==> config.mk <==
export PLATFORM = sky130hd
export DESIGN_NAME = txpie_top
export DESIGN_NICKNAME = d
export VERILOG_FILES = /design/src/design/txpie_align.v /design/src/design/txpie_sync.v /design/src/design/txpie_top.v
export VERILOG_INCLUDE_DIRS = /design/src /design/src/shared
export SDC_FILE = /design/constraint.sdc
export NUM_CORES = 1
export LEC_CHECK = 0
export ABC_AREA = 1
export ABC_CLOCK_PERIOD_IN_PS = 3250
export BUFFER_PORTS_ARGS = -buffer_cell sky130_fd_sc_hd__buf_2
export CORE_ASPECT_RATIO = 2
export CORE_UTILIZATION = 40
export CTS_BUF_LIST = sky130_fd_sc_hd__clkbuf_16
export DETAILED_ROUTE_END_ITERATION = 8
export GPL_TIMING_DRIVEN = 0
export HOLD_SLACK_MARGIN = 0.06
export PLACE_DENSITY = 0.55
export SYNTH_ARGS = -nofsm -noshare
export SYNTH_HDL_FRONTEND = slang
export SYNTH_SLANG_ARGS = --single-unit
==> constraint.sdc <==
create_clock -name core_clk_i -period 3.25 [get_ports core_clk_i]
set_clock_uncertainty 0.1 [all_clocks]
set_input_delay 0.65 -clock core_clk_i [delete_from_list [all_inputs] [get_ports core_clk_i]]
set_output_delay 0.65 -clock core_clk_i [all_outputs]
set_load 0.005 [all_outputs]
==> src/shared/txpie_regs.vh <==
// register map, field positions, reset values and timing counts of the tx input/error block
// Overview of operation
// - host presents each 10-bit character for capture on the selected clock's rising edge.
// - per-channel select latch chooses host char clock or reference clock for capture.
// - error output rises on phase-align buffer underflow or overflow.
// - buffer error stays high until software writes the re-center latch.
// - each channel reports only its own buffer errors.
// - self-test enable low makes the error output report self-test progress.
// - self-test pulses error high one character period every 511 character times.
// - error high while both serial output enables are 0, synthesizer down.
// - error high whenever the channel reference clock is absent.
// - select latch 0 uses host char clock to capture parallel data.
// - writing 0 to re-center latch re-initialises the phase-align buffer.
`ifndef TXPIE_REGS_VH
`define TXPIE_REGS_VH

// avalon byte offsets
`define TXPIE_ADDR_W          4
`define TXPIE_CTRL_OFS        4'h0
`define TXPIE_STAT_OFS        4'h4
`define TXPIE_INT_STAT_OFS    4'h8
`define TXPIE_INT_MASK_OFS    4'hc

// control fields, one byte per channel (channel c at bit c*8)
`define TXPIE_CH_STRIDE       8
`define TXPIE_CTRL_SEL_BIT    0
`define TXPIE_CTRL_RECTR_BIT  1
`define TXPIE_CTRL_STN_BIT    2
`define TXPIE_CTRL_OE1_BIT    3
`define TXPIE_CTRL_OE2_BIT    4
`define TXPIE_CTRL_CH_RST     8'h1e

// status fields, one byte per channel
`define TXPIE_ST_ERR_BIT      0
`define TXPIE_ST_FAULT_BIT    1
`define TXPIE_ST_ABSENT_BIT   2
`define TXPIE_ST_PD_BIT       3
`define TXPIE_ST_PASS_BIT     4
`define TXPIE_ST_LVL_LSB      5

// interrupt fields, four bits per channel
`define TXPIE_INT_STRIDE      4
`define TXPIE_INT_FAULT_BIT   0
`define TXPIE_INT_LOSS_BIT    1
`define TXPIE_INT_PASS_BIT    2
`define TXPIE_INT_RST         8'h00

// timing
`define TXPIE_CLK_PERIOD_NS   20
`define TXPIE_REF_LOSS_NS     1280
`define TXPIE_REF_LOSS_CYC    ((`TXPIE_REF_LOSS_NS) / (`TXPIE_CLK_PERIOD_NS))
`define TXPIE_SELFTEST_LEN    511

`endif
==> src/design/txpie_align.v <==
// phase-align buffer between capture clock and character clock, with fault detect
`timescale 1ns/1ps
module txpie_align #(
  parameter W  = 10,
  parameter AW = 2
) (
  input  wire          core_clk_i,
  input  wire          rst_i,
  input  wire          recenter_i,
  input  wire          wr_en_i,
  input  wire [W-1:0]  wr_data_i,
  input  wire          rd_en_i,
  output reg  [W-1:0]  rd_data_o,
  output reg           overflow_o,
  output reg           underflow_o,
  output wire [AW:0]   level_o
);
  localparam [AW:0] DEPTH = {1'b1, {AW{1'b0}}};
  localparam [AW:0] HALF  = {2'b01, {(AW-1){1'b0}}};

  reg [W-1:0] mem [0:(1<<AW)-1];
  reg [AW:0]  wr_ptr;
  reg [AW:0]  rd_ptr;
  wire        full  = (level_o == DEPTH);
  wire        empty = (level_o == {(AW+1){1'b0}});
  wire        do_wr = wr_en_i & (~full | rd_en_i);
  wire        do_rd = rd_en_i & (~empty | wr_en_i);

  assign level_o = wr_ptr - rd_ptr;

  // storage
  always @(posedge core_clk_i) begin
    if (do_wr)
      mem[wr_ptr[AW-1:0]] <= wr_data_i;
  end

  // pointers; re-center puts the writer half a buffer ahead of the reader
  always @(posedge core_clk_i) begin
    if (rst_i || recenter_i) begin
      wr_ptr      <= HALF;
      rd_ptr      <= {(AW+1){1'b0}};
      rd_data_o   <= {W{1'b0}};
      overflow_o  <= 1'b0;
      underflow_o <= 1'b0;
    end else begin
      overflow_o  <= wr_en_i & full & ~rd_en_i;
      underflow_o <= rd_en_i & empty & ~wr_en_i;
      if (do_wr)
        wr_ptr <= wr_ptr + 1'b1;
      if (do_rd) begin
        rd_ptr    <= rd_ptr + 1'b1;
        rd_data_o <= empty ? wr_data_i : mem[rd_ptr[AW-1:0]];
      end
    end
  end
endmodule // txpie_align

==> src/design/txpie_sync.v <==
// two-flop synchroniser with rising-edge detect for pins from outside the core clock
`timescale 1ns/1ps
module txpie_sync #(
  parameter W = 1
) (
  input  wire         core_clk_i,
  input  wire         rst_i,
  input  wire [W-1:0] async_i,
  output wire [W-1:0] level_o,
  output wire [W-1:0] rise_o
);
  reg [W-1:0] meta;
  reg [W-1:0] stable;
  reg [W-1:0] prev;

  // first flop feeds only the second; edges are found behind the second
  always @(posedge core_clk_i) begin
    if (rst_i) begin
      meta   <= {W{1'b0}};
      stable <= {W{1'b0}};
      prev   <= {W{1'b0}};
    end else begin
      meta   <= async_i;
      stable <= meta;
      prev   <= stable;
    end
  end

  assign level_o = stable;
  assign rise_o  = stable & ~prev;
endmodule // txpie_sync

==> src/design/txpie_top.v <==
// two-channel tx parallel input capture, phase-align buffer and error/status output
//
// Design decisions made here: the register offsets and register access over Avalon-MM.
`timescale 1ns/1ps
`include "txpie_regs.vh"
module txpie_top #(
  parameter NCH        = 2,
  parameter CW         = 10,
  parameter AW         = 2,
  parameter REF_LOSS   = `TXPIE_REF_LOSS_CYC,
  parameter ST_LEN     = `TXPIE_SELFTEST_LEN
) (
  input  wire                      core_clk_i,
  input  wire                      rst_i,
  // avalon-mm slave
  input  wire [`TXPIE_ADDR_W-1:0]  avs_address_i,
  input  wire                      avs_read_i,
  input  wire                      avs_write_i,
  input  wire [31:0]               avs_writedata_i,
  input  wire [3:0]                avs_byteenable_i,
  output reg  [31:0]               avs_readdata_o,
  output wire                      avs_waitrequest_o,
  output wire                      irq_o,
  // pins
  input  wire [NCH*CW-1:0]         tx_char_in_i,
  input  wire [NCH-1:0]            tx_host_char_clock_i,
  input  wire [NCH-1:0]            channel_reference_clock_i,
  output reg  [NCH-1:0]            tx_error_flag_o,
  // characters toward the serializer
  output wire [NCH*CW-1:0]         tx_char_out_o,
  output reg  [NCH-1:0]            tx_char_strobe_o
);
  // synchroniser width: characters, host clocks, reference clocks
  localparam SW = NCH*CW + 2*NCH;

  // bus state
  reg  [15:0]     ctrl;
  reg  [7:0]      int_stat;
  reg  [7:0]      int_mask;
  reg             ack;
  wire [31:0]     stat_word;
  wire [7:0]      int_event;
  wire [31:0]     be_mask;
  wire            bus_req;
  wire            wr_take;
  wire            sel_ctrl;
  wire            sel_stat;
  wire            sel_ist;
  wire            sel_imk;

  // synchronised pins
  wire [SW-1:0]   pin_level;
  wire [SW-1:0]   pin_rise;
  wire [NCH*CW-1:0] char_sync;
  wire [NCH-1:0]  host_rise;
  wire [NCH-1:0]  ref_rise;

  // every pin goes through two flops before use
  txpie_sync #(
    .W (SW)
  ) u_sync (
    .core_clk_i (core_clk_i),
    .rst_i      (rst_i),
    .async_i    ({channel_reference_clock_i, tx_host_char_clock_i, tx_char_in_i}),
    .level_o    (pin_level),
    .rise_o     (pin_rise)
  );

  // split the synchronised word back into its parts
  assign char_sync = pin_level[NCH*CW-1:0];
  assign host_rise = pin_rise[NCH*CW+NCH-1:NCH*CW];
  assign ref_rise  = pin_rise[SW-1:NCH*CW+NCH];

  // avalon decode: one wait cycle, answer on the second edge
  assign bus_req           = avs_read_i | avs_write_i;
  assign avs_waitrequest_o = bus_req & ~ack;
  assign wr_take           = avs_write_i & ack;

  // register select from the byte address
  assign sel_ctrl          = (avs_address_i == `TXPIE_CTRL_OFS);
  assign sel_stat          = (avs_address_i == `TXPIE_STAT_OFS);
  assign sel_ist           = (avs_address_i == `TXPIE_INT_STAT_OFS);
  assign sel_imk           = (avs_address_i == `TXPIE_INT_MASK_OFS);

  // write data lanes enabled by the byte enables
  assign be_mask           = {{8{avs_byteenable_i[3]}}, {8{avs_byteenable_i[2]}},
                              {8{avs_byteenable_i[1]}}, {8{avs_byteenable_i[0]}}};

  // acknowledge toggles so each request gets exactly one answer edge
  // a held request thus sees waitrequest low at every second edge
  always @(posedge core_clk_i) begin
    if (rst_i)
      ack <= 1'b0;
    else
      ack <= bus_req & ~ack;
  end

  // read data is loaded on the wait cycle and stands at the answer edge
  always @(posedge core_clk_i) begin
    if (rst_i) begin
      avs_readdata_o <= 32'h0000_0000;
    end else if (avs_read_i && !ack) begin
      if (sel_ctrl)
        avs_readdata_o <= {16'h0000, ctrl};
      else if (sel_stat)
        avs_readdata_o <= stat_word;
      else if (sel_ist)
        avs_readdata_o <= {24'h00_0000, int_stat};
      else if (sel_imk)
        avs_readdata_o <= {24'h00_0000, int_mask};
      else
        avs_readdata_o <= 32'h0000_0000; // unmapped reads as zero
    end
  end

  // configuration latches, byte lanes honoured
  always @(posedge core_clk_i) begin
    if (rst_i) begin
      ctrl <= {`TXPIE_CTRL_CH_RST, `TXPIE_CTRL_CH_RST};
    end else if (wr_take && sel_ctrl) begin
      ctrl <= (ctrl & ~be_mask[15:0]) | (avs_writedata_i[15:0] & be_mask[15:0]);
    end
  end

  // interrupt mask
  always @(posedge core_clk_i) begin
    if (rst_i)
      int_mask <= `TXPIE_INT_RST;
    else if (wr_take && sel_imk)
      int_mask <= (int_mask & ~be_mask[7:0]) | (avs_writedata_i[7:0] & be_mask[7:0]);
  end

  // sticky events, write one to clear, a new event wins over the clear
  // so an event in the clearing cycle is never lost
  always @(posedge core_clk_i) begin
    if (rst_i)
      int_stat <= `TXPIE_INT_RST;
    else if (wr_take && sel_ist)
      int_stat <= (int_stat & ~(avs_writedata_i[7:0] & be_mask[7:0])) | int_event;
    else
      int_stat <= int_stat | int_event;
  end

  // level interrupt while any unmasked event is pending
  assign irq_o = |(int_stat & int_mask);

  // per-channel datapath and error reporting
  genvar c;
  generate
    for (c = 0; c < NCH; c = c + 1) begin : g_ch
      wire            sel_ref;
      wire            st_n;
      wire            oe1;
      wire            oe2;
      wire            recenter;
      wire            cap_edge;
      wire            overflow;
      wire            underflow;
      wire [AW:0]     level;
      wire            synth_pd;
      wire            pass_edge;
      reg             fault;
      reg             ref_absent;
      reg  [15:0]     loss_cnt;
      reg  [8:0]      st_cnt;
      reg             st_pulse;
      reg             fault_d;
      reg             absent_d;
      reg             next_err;

      // this channel's control byte
      assign sel_ref  = ctrl[c*`TXPIE_CH_STRIDE + `TXPIE_CTRL_SEL_BIT];
      assign st_n     = ctrl[c*`TXPIE_CH_STRIDE + `TXPIE_CTRL_STN_BIT];
      assign oe1      = ctrl[c*`TXPIE_CH_STRIDE + `TXPIE_CTRL_OE1_BIT];
      assign oe2      = ctrl[c*`TXPIE_CH_STRIDE + `TXPIE_CTRL_OE2_BIT];

      // a write carrying 0 in this channel's re-center bit starts a re-center
      assign recenter = wr_take & sel_ctrl & avs_byteenable_i[c]
                        & ~avs_writedata_i[c*`TXPIE_CH_STRIDE + `TXPIE_CTRL_RECTR_BIT];

      // capture edge: host char clock when select is 0, else reference clock
      assign cap_edge = sel_ref ? ref_rise[c] : host_rise[c];

      // synthesizer loop is down when both serial outputs are disabled
      assign synth_pd = ~oe1 & ~oe2;

      // characters enter on the capture edge and leave on the reference edge
      txpie_align #(
        .W  (CW),
        .AW (AW)
      ) u_align (
        .core_clk_i  (core_clk_i),
        .rst_i       (rst_i),
        .recenter_i  (recenter),
        .wr_en_i     (cap_edge),
        .wr_data_i   (char_sync[c*CW +: CW]),
        .rd_en_i     (ref_rise[c]),
        .rd_data_o   (tx_char_out_o[c*CW +: CW]),
        .overflow_o  (overflow),
        .underflow_o (underflow),
        .level_o     (level)
      );

      // character strobe follows each read of the buffer
      always @(posedge core_clk_i) begin
        if (rst_i)
          tx_char_strobe_o[c] <= 1'b0;
        else
          tx_char_strobe_o[c] <= ref_rise[c];
      end

      // buffer fault of this channel only, held until re-center
      always @(posedge core_clk_i) begin
        if (rst_i)
          fault <= 1'b0;
        else if (overflow || underflow)
          fault <= 1'b1;
        else if (recenter)
          fault <= 1'b0;
      end

      // reference clock watchdog: no rising edge within the window means absent
      // the window must exceed a reference period or a running clock looks absent
      always @(posedge core_clk_i) begin
        if (rst_i) begin
          loss_cnt   <= 16'h0000;
          ref_absent <= 1'b0;
        end else if (ref_rise[c]) begin
          loss_cnt   <= 16'h0000;
          ref_absent <= 1'b0;
        end else if (loss_cnt >= REF_LOSS[15:0] - 16'h0001) begin
          ref_absent <= 1'b1;
        end else begin
          loss_cnt   <= loss_cnt + 16'h0001;
        end
      end

      // self-test pass counter on the reference clock
      assign pass_edge = ~st_n & ref_rise[c] & (st_cnt == ST_LEN[8:0] - 9'h001);

      // count restarts while self-test is off, so the first pass is a full sequence
      always @(posedge core_clk_i) begin
        if (rst_i || st_n) begin
          st_cnt   <= 9'h000;
          st_pulse <= 1'b0;
        end else if (ref_rise[c]) begin
          if (pass_edge) begin
            st_cnt   <= 9'h000;
            st_pulse <= 1'b1;
          end else begin
            st_cnt   <= st_cnt + 9'h001;
            st_pulse <= 1'b0;
          end
        end
      end

      // error combine
      // power-down and a missing reference still report during self-test
      always @* begin
        next_err = synth_pd | ref_absent;
        if (st_n)
          next_err = next_err | fault;
        else
          next_err = next_err | st_pulse;
      end

      // registered so the pin never glitches between terms
      always @(posedge core_clk_i) begin
        if (rst_i)
          tx_error_flag_o[c] <= 1'b0;
        else
          tx_error_flag_o[c] <= next_err;
      end

      // edge detect of conditions for the interrupt bits
      // only rising edges, so a held condition raises one interrupt
      always @(posedge core_clk_i) begin
        if (rst_i) begin
          fault_d  <= 1'b0;
          absent_d <= 1'b0;
        end else begin
          fault_d  <= fault;
          absent_d <= ref_absent;
        end
      end

      assign int_event[c*`TXPIE_INT_STRIDE + `TXPIE_INT_FAULT_BIT] = fault & ~fault_d;
      assign int_event[c*`TXPIE_INT_STRIDE + `TXPIE_INT_LOSS_BIT]  = ref_absent & ~absent_d;
      assign int_event[c*`TXPIE_INT_STRIDE + `TXPIE_INT_PASS_BIT]  = pass_edge;
      assign int_event[c*`TXPIE_INT_STRIDE + 3]                    = 1'b0;

      // status byte of this channel
      assign stat_word[c*`TXPIE_CH_STRIDE + `TXPIE_ST_ERR_BIT]    = tx_error_flag_o[c];
      assign stat_word[c*`TXPIE_CH_STRIDE + `TXPIE_ST_FAULT_BIT]  = fault;
      assign stat_word[c*`TXPIE_CH_STRIDE + `TXPIE_ST_ABSENT_BIT] = ref_absent;
      assign stat_word[c*`TXPIE_CH_STRIDE + `TXPIE_ST_PD_BIT]     = synth_pd;
      assign stat_word[c*`TXPIE_CH_STRIDE + `TXPIE_ST_PASS_BIT]   = st_pulse;
      assign stat_word[c*`TXPIE_CH_STRIDE + `TXPIE_ST_LVL_LSB +: AW+1] = level;
    end
  endgenerate

  // unused status bits read as zero
  assign stat_word[31:NCH*`TXPIE_CH_STRIDE] = {(32-NCH*`TXPIE_CH_STRIDE){1'b0}};
endmodule // txpie_top

Word-level counts from Yosys, hierarchy flattened
Memory sizes are Yosys's and may differ from the RTL's. A register that Yosys moved wholly into a read port is not among the register bits.
Cells that the tools add are included.
Widths: inputs -> output; s select.
Operators by class
  add/sub/neg operators: 10
  order comparisons: 2
  equal/unequal tests: 7
  multiplexer cells: 27
  bitwise gates (word level): 76
  reduce and logical (&&, ||, !) cells: 19
Operators with widths (count)
  $add 16x1->16 const B: 2
  $and 16x16->16: 2
  $and 8x8->8: 4
  $ge 16x6->1 const B: 2
  $mux 16: 2
  $and 1x1->1: 29
  $and 24x24->24: 1
  $mux 8: 3
  $not 24->24: 1
  $not 1->1: 21
  $mux 10: 2
  $add 9x1->9 const B: 2
  $eq 9x9->1 const B: 2
  $mux 9: 2
  $not 16->16: 1
  $not 8->8: 2
  $or 16x16->16: 1
  $or 8x7->8: 2
  $mux 1: 14
  $add 3x1->3 const B: 4
  $or 1x1->1: 11
  $eq 4x4->1 const B: 2
  $mux 2: 4
  $or 8x8->8: 1
  11 further kinds: 24
Storage, ports and cells
  bits in registers: 237
  memory bits (writable): 80
  bits of input ports: 68
  output and inout port bits: 58
  word-level logic and storage cells: 179
  memories kept: 2
Memories
  g_ch[0].u_align.mem: depth 4, bits a word 10, read ports 1, clocked after memory_dff 1, wr ports 1, RTL line txpie_align.v:21  | reg [W-1:0] mem [0:(1<<AW)-1];
  g_ch[1].u_align.mem: depth 4, bits a word 10, read ports 1, clocked after memory_dff 1, wr ports 1, RTL line txpie_align.v:21

Logic depth before layout (Yosys ltp)
  depth after elaboration: 7
  depth in mapped cells: 14
  mapped depth without buffers: 13

By module
Synthesis repeated with hierarchy kept, for this count alone.
Unflattened totals
  cells, all modules: 1558
  area total of the unflattened synthesis: 12689.7 µm²
Modules (own cells, without submodules)
  txpie_align: instances 2, cells an instance 290, area each 2666.3 µm², seq. area each 1601.5 µm²
  txpie_top: instances 1, cells an instance 730, area each 5195.0 µm², seq. area each 2262.2 µm²
  txpie_sync: instances 1, cells an instance 248, area each 2162.1 µm², seq. area each 1441.4 µm²

Worst setup path before layout
No wires, ideal clock.
  path type: flip-flop to flip-flop
  start point: reg g_ch[0].u_align.wr_ptr[0]
  end point: mem g_ch[0].u_align.mem[0][0], enable pin
  setup time: 0.376 ns
  data arrival time: 1.953 ns
  required time: 2.774 ns
  slack: 0.821 ns
  cell stages (with the launch flop): 9
  buffers on the path: 0
  period minus slack after synthesis: 2.429 ns
  cell sequence: dfxtp_1 inv_1 ha_1 fa_1 nand2_1 inv_1 nand3_1 nand2_2 nor2_1
On the way
  cells in the longest elaborated chain, start to end: 7
RTL lines
  start, declared: RTL line txpie_align.v:22  | reg [AW:0] wr_ptr;
  start signal, assigned: RTL line txpie_align.v:49  | wr_ptr <= wr_ptr + 1'b1;
  $sub 3x3->3: RTL line txpie_align.v:29  | assign level_o = wr_ptr - rd_ptr;
  $eq 3x3->1: RTL line txpie_align.v:24  | wire full = (level_o == DEPTH);
  $not 1->1: RTL line txpie_align.v:26  | wire do_wr = wr_en_i & (~full | rd_en_i);
  $or 1x1->1: RTL line txpie_align.v:26
  $and 1x1->1: RTL line txpie_align.v:26
  $mux 1: RTL line txpie_align.v:33  | if (do_wr)
  $mux 1 (implied by the code): RTL line txpie_align.v:34  | mem[wr_ptr[AW-1:0]] <= wr_data_i;
  end, declared: RTL line txpie_align.v:21
Several ways; a longest one is shown, not always the timed one.

Worst setup path after layout
  start point: reg g_ch[1].u_align.wr_ptr[0]
  end point: mem g_ch[1].u_align.mem[0][0], enable pin
On the way
  cells in the longest elaborated chain, start to end: 7
RTL lines (RTL line)
  start, declared: txpie_align.v:22
  start signal, assigned: txpie_align.v:49
  $sub 3x3->3: txpie_align.v:29
  $eq 3x3->1: txpie_align.v:24
  $not 1->1: txpie_align.v:26
  $or 1x1->1: txpie_align.v:26
  $and 1x1->1: txpie_align.v:26
  $mux 1: txpie_align.v:33
  $mux 1 (implied by the code): txpie_align.v:34
  end, declared: txpie_align.v:21
Several ways; a longest one is shown, not always the timed one.

==> results.md <==
* Status: finished, final reports clean
* Sw Ratio at approximately 23%
* Largest net degree at the start of global routing at 16
* Row cnt at 87
* Vias in the first global route at around 8.6k
* First element of the critical path: g_ch[1].u_align.wr_ptr[0]
* Sequential area share after synthesis at a little under three fifths
* Synth Area in Simple Gates at 20.1%
* Pleak at roughly 5.7 nW
* Largest area contributor in the netlist: dfxtp_1
* Slew HR at between 20 and 30%
* I/O Pins at between 100 and 150
* Clock Path Buffers at 3
* YS warnings at 0
* RSZ-0062 raised after global routing: yes
* Most used DFF post-synth: dfxtp_1
* First-pass GRT wire length at roughly 43,000 um
* Max Cap Viol at 0
* Chip width at 121 um
* Wirelength, routed at around 28,000 um
* Clock root buffer: clkbuf_16
* CTS Sinks at around 290
* Initial antenna violation count at 0
* Commonest cells post-synth: 265 x nor2_1, 205 x dfxtp_1, 187 x inv_1, 164 x nand2_1, 114 x o21ai_0
* Num CTS Buffers at 27
* Top-count cell post-synth: nor2_1
* PD cells at 576 nW/um2
* Tcrit/Tclk final at a little over nine tenths
* Area share of the largest cell type after synthesis at around 36%
* Area share of fa/ha/maj cells after synthesis at 2.33%
* Largest family of logic cells by synthesized area: simple AND/OR/NAND/NOR gates
* Synth top area cells: dfxtp_1 36%, edfxtp_1 21%, nor2_1 8.7%, inv_1 6.2%, nand2_1 5.4%
* Ant. Diodes at 0
* Starting density of the core at about two fifths
* P_sw at ~1.8 mW
* Crit Path Category: flip-flop to flip-flop
* Worst reg2reg path startpoint: g_ch[1].u_align.wr_ptr[0]
* Synth Cell Area at ~11,000 um2
* Fraction of registers with async set/reset at 0%
* Via-per-instance ratio at ~4.8
* Worst Max-Slew Pin Slew at 1.08 ns
* Global route overflow at 0
* Layout area overhead at 16.5%
* XOR/XNOR Fraction of Synth Area at 0.845%
* Remaining antenna violation count at 0
* Fin cells at 1,840
* Syn_area_per_cell at about 8.6 um2
* FF+latch count, synth at approximately 290
* Hpwl dp at between 20,000 and 25,000 um
* Core Area at about 28,000 um2
* Gpl congestion at approximately 0.86
* Worst Path Max Fanout at 10
* Tmin final at around 3 ns
* Combinational power share at between 7 and 8%
* Flop pwr share at between 40 and 50%
* HP Start: channel_reference_clock_i[0]
* Slew Viols, Final at 0
* Post-Synthesis Cells at approximately 1.3k
* Placed insts at 1,791
* Post-synthesis cell type count at 44
* Clock Latency Late Sink at between 0.5 and 0.6 ns
* Total iterations of the first detailed-routing run at 5
* Multiplexer share of the synthesized area at 0%
* Final Hold Fails at 0
* Die H at roughly 240 um
* Final setup fails at 0
* CTS tree: yes
* Worst endpoint required time at 3.31 ns
* Total track usage at roughly a fifth
* Clk pwr share at 43.2%
* Initial drt markers at 377
* Clock slew at reported path FFs at about 0.060 ns
* Critical Path AT at just over 3 ns
* H-tree depth at 1
* WHS at around 0.21 ns
* Nature of the critical path startpoint: flip-flop
* Buffers on Ports at between 90 and 100
* Die Area at around 29,000 um2
* Complex-gate fraction of the synthesized area at between 10% and 20%
* Worst setup EP type: flip-flop
* Area after DPL at between 10,000 and 15,000 um2
* Wire per inst at 15.0 um
* Hold Path Class: primary input to flip-flop
* DRC Markers at 0
* Fmax at approximately 330 MHz
* Worst VDD drop at ~0.48 mV
* Number of synthesized flops with an enable pin at 80
* Via count at between 8k and 9k
* Cell-internal power at around 5.9 mW
* Layout cells sized above 1 at 13.3%
* Final Instance Area at ~13,000 um2
* Layout Nets at around 1.6k
-- through the flow --
step | util [%] | setup TNS (ns) | power, mW | worst slack, ns
3_3_place_gp | 44.0 | 0 | 4.43 | 0.227
2_1_floorplan | - | 0 | 4.22 | 0.821
4_1_cts | 47.3 | 0 | 7.75 | 0.142
6_report | 47.3 | 0 | 7.66 | 0.198
5_1_grt | 47.3 | -0.132 | 7.95 | -0.0129
3_5_place_dp | 44.0 | 0 | 4.44 | 0.158
-- power groups by stage --
stage                     clock network (mW)  registers (mW)  logic [mW]
final                                   3.30            3.80       0.558
after global routing                    3.51            3.80       0.635
after CTS                               3.39            3.80       0.564
after detailed placement                   0            3.87       0.562
after global placement                     0            3.87       0.558
after floorplan                            0            3.86       0.358
-- worst max-delay path, cell delays in order, from the launching register on --
cell and delay (ns):
dfxtp_1 0.39, inv_1 0.12, ha_1 0.22, fa_1 0.51, nand2_1 0.09, inv_1 0.09, nand3_1 0.21, nand2_2 0.15
nor2_1 0.80
-- per-layer routing --
layer	wire length [um]	track usage, %	vias up
met4	1270	10.1	0
met2	14600	36.2	193
met3	1060	2.24	64
li1	-	-	4495
met1	10600	20.5	4045
met5	0	0	-
-- kinds of logic after synthesis --
kind of cell | count (synthesis)
other cells | 1
flops | 285
fa+ha+maj | 20
simple gates | 539
xor+xnor | 11
buf+inv | 251
compound gates | 222
-- layout by cell type, fill, tap and decap left out, types with 18 or more instances in the layout --
cell / n
clkbuf_16: 28
a21oi_1: 66
inv_1: 192
buf_2: 103
ha_1: 18
nor2_1: 264
nand2_1: 164
o21ai_0: 114
dfxtp_1: 205
nand3_1: 60
edfxtp_1: 80
-- worst paths after layout --
path,slack (ns),depth (start not counted),to
max reg2reg,0.20,8,g_ch[1].u_align.mem[0][0]
max,0.20,8,g_ch[1].u_align.mem[0][0]
min reg2reg,0.30,2,u_sync.level_o[0]
min,0.21,3,u_sync.meta[22]
-- area by class of cell --
| class | count | area, um2 |
|---|---|---|
| buffer | 54 | 308 |
| clock inverter | 21 | 226 |
| timing repair buffer | 91 | 455 |
| tap | 356 | 445 |
| fill | 2780 | 14800 |
| clock buffer | 28 | 701 |
| sequential | 285 | 6510 |
| inverter | 197 | 739 |
| multi-input combinational | 808 | 3910 |
-- state kept, by name, summed over array words and instances, names as in the netlist, 4 cells and up, named ones only --
signal,cells
g_ch.u_align.mem,80
g_ch.loss_cnt,32
u_sync.level_o,24
u_sync.meta,24
g_ch.u_align.rd_data_o,20
g_ch.st_cnt,18
avs_readdata_o,16
int_stat,8
g_ch.u_align.rd_ptr,6
g_ch.u_align.wr_ptr,6
u_sync.prev,4
-- what timing repair did --
| item | CTS | global route |
|---|---|---|
| resized for setup | 0 | 1 |
| hold buffers | 0 | 0 |
| setup buffers | 0 | 0 |
| setup endpoints to repair | 0 | 10 |
Note: power is estimated with default switching activity, not from simulation.
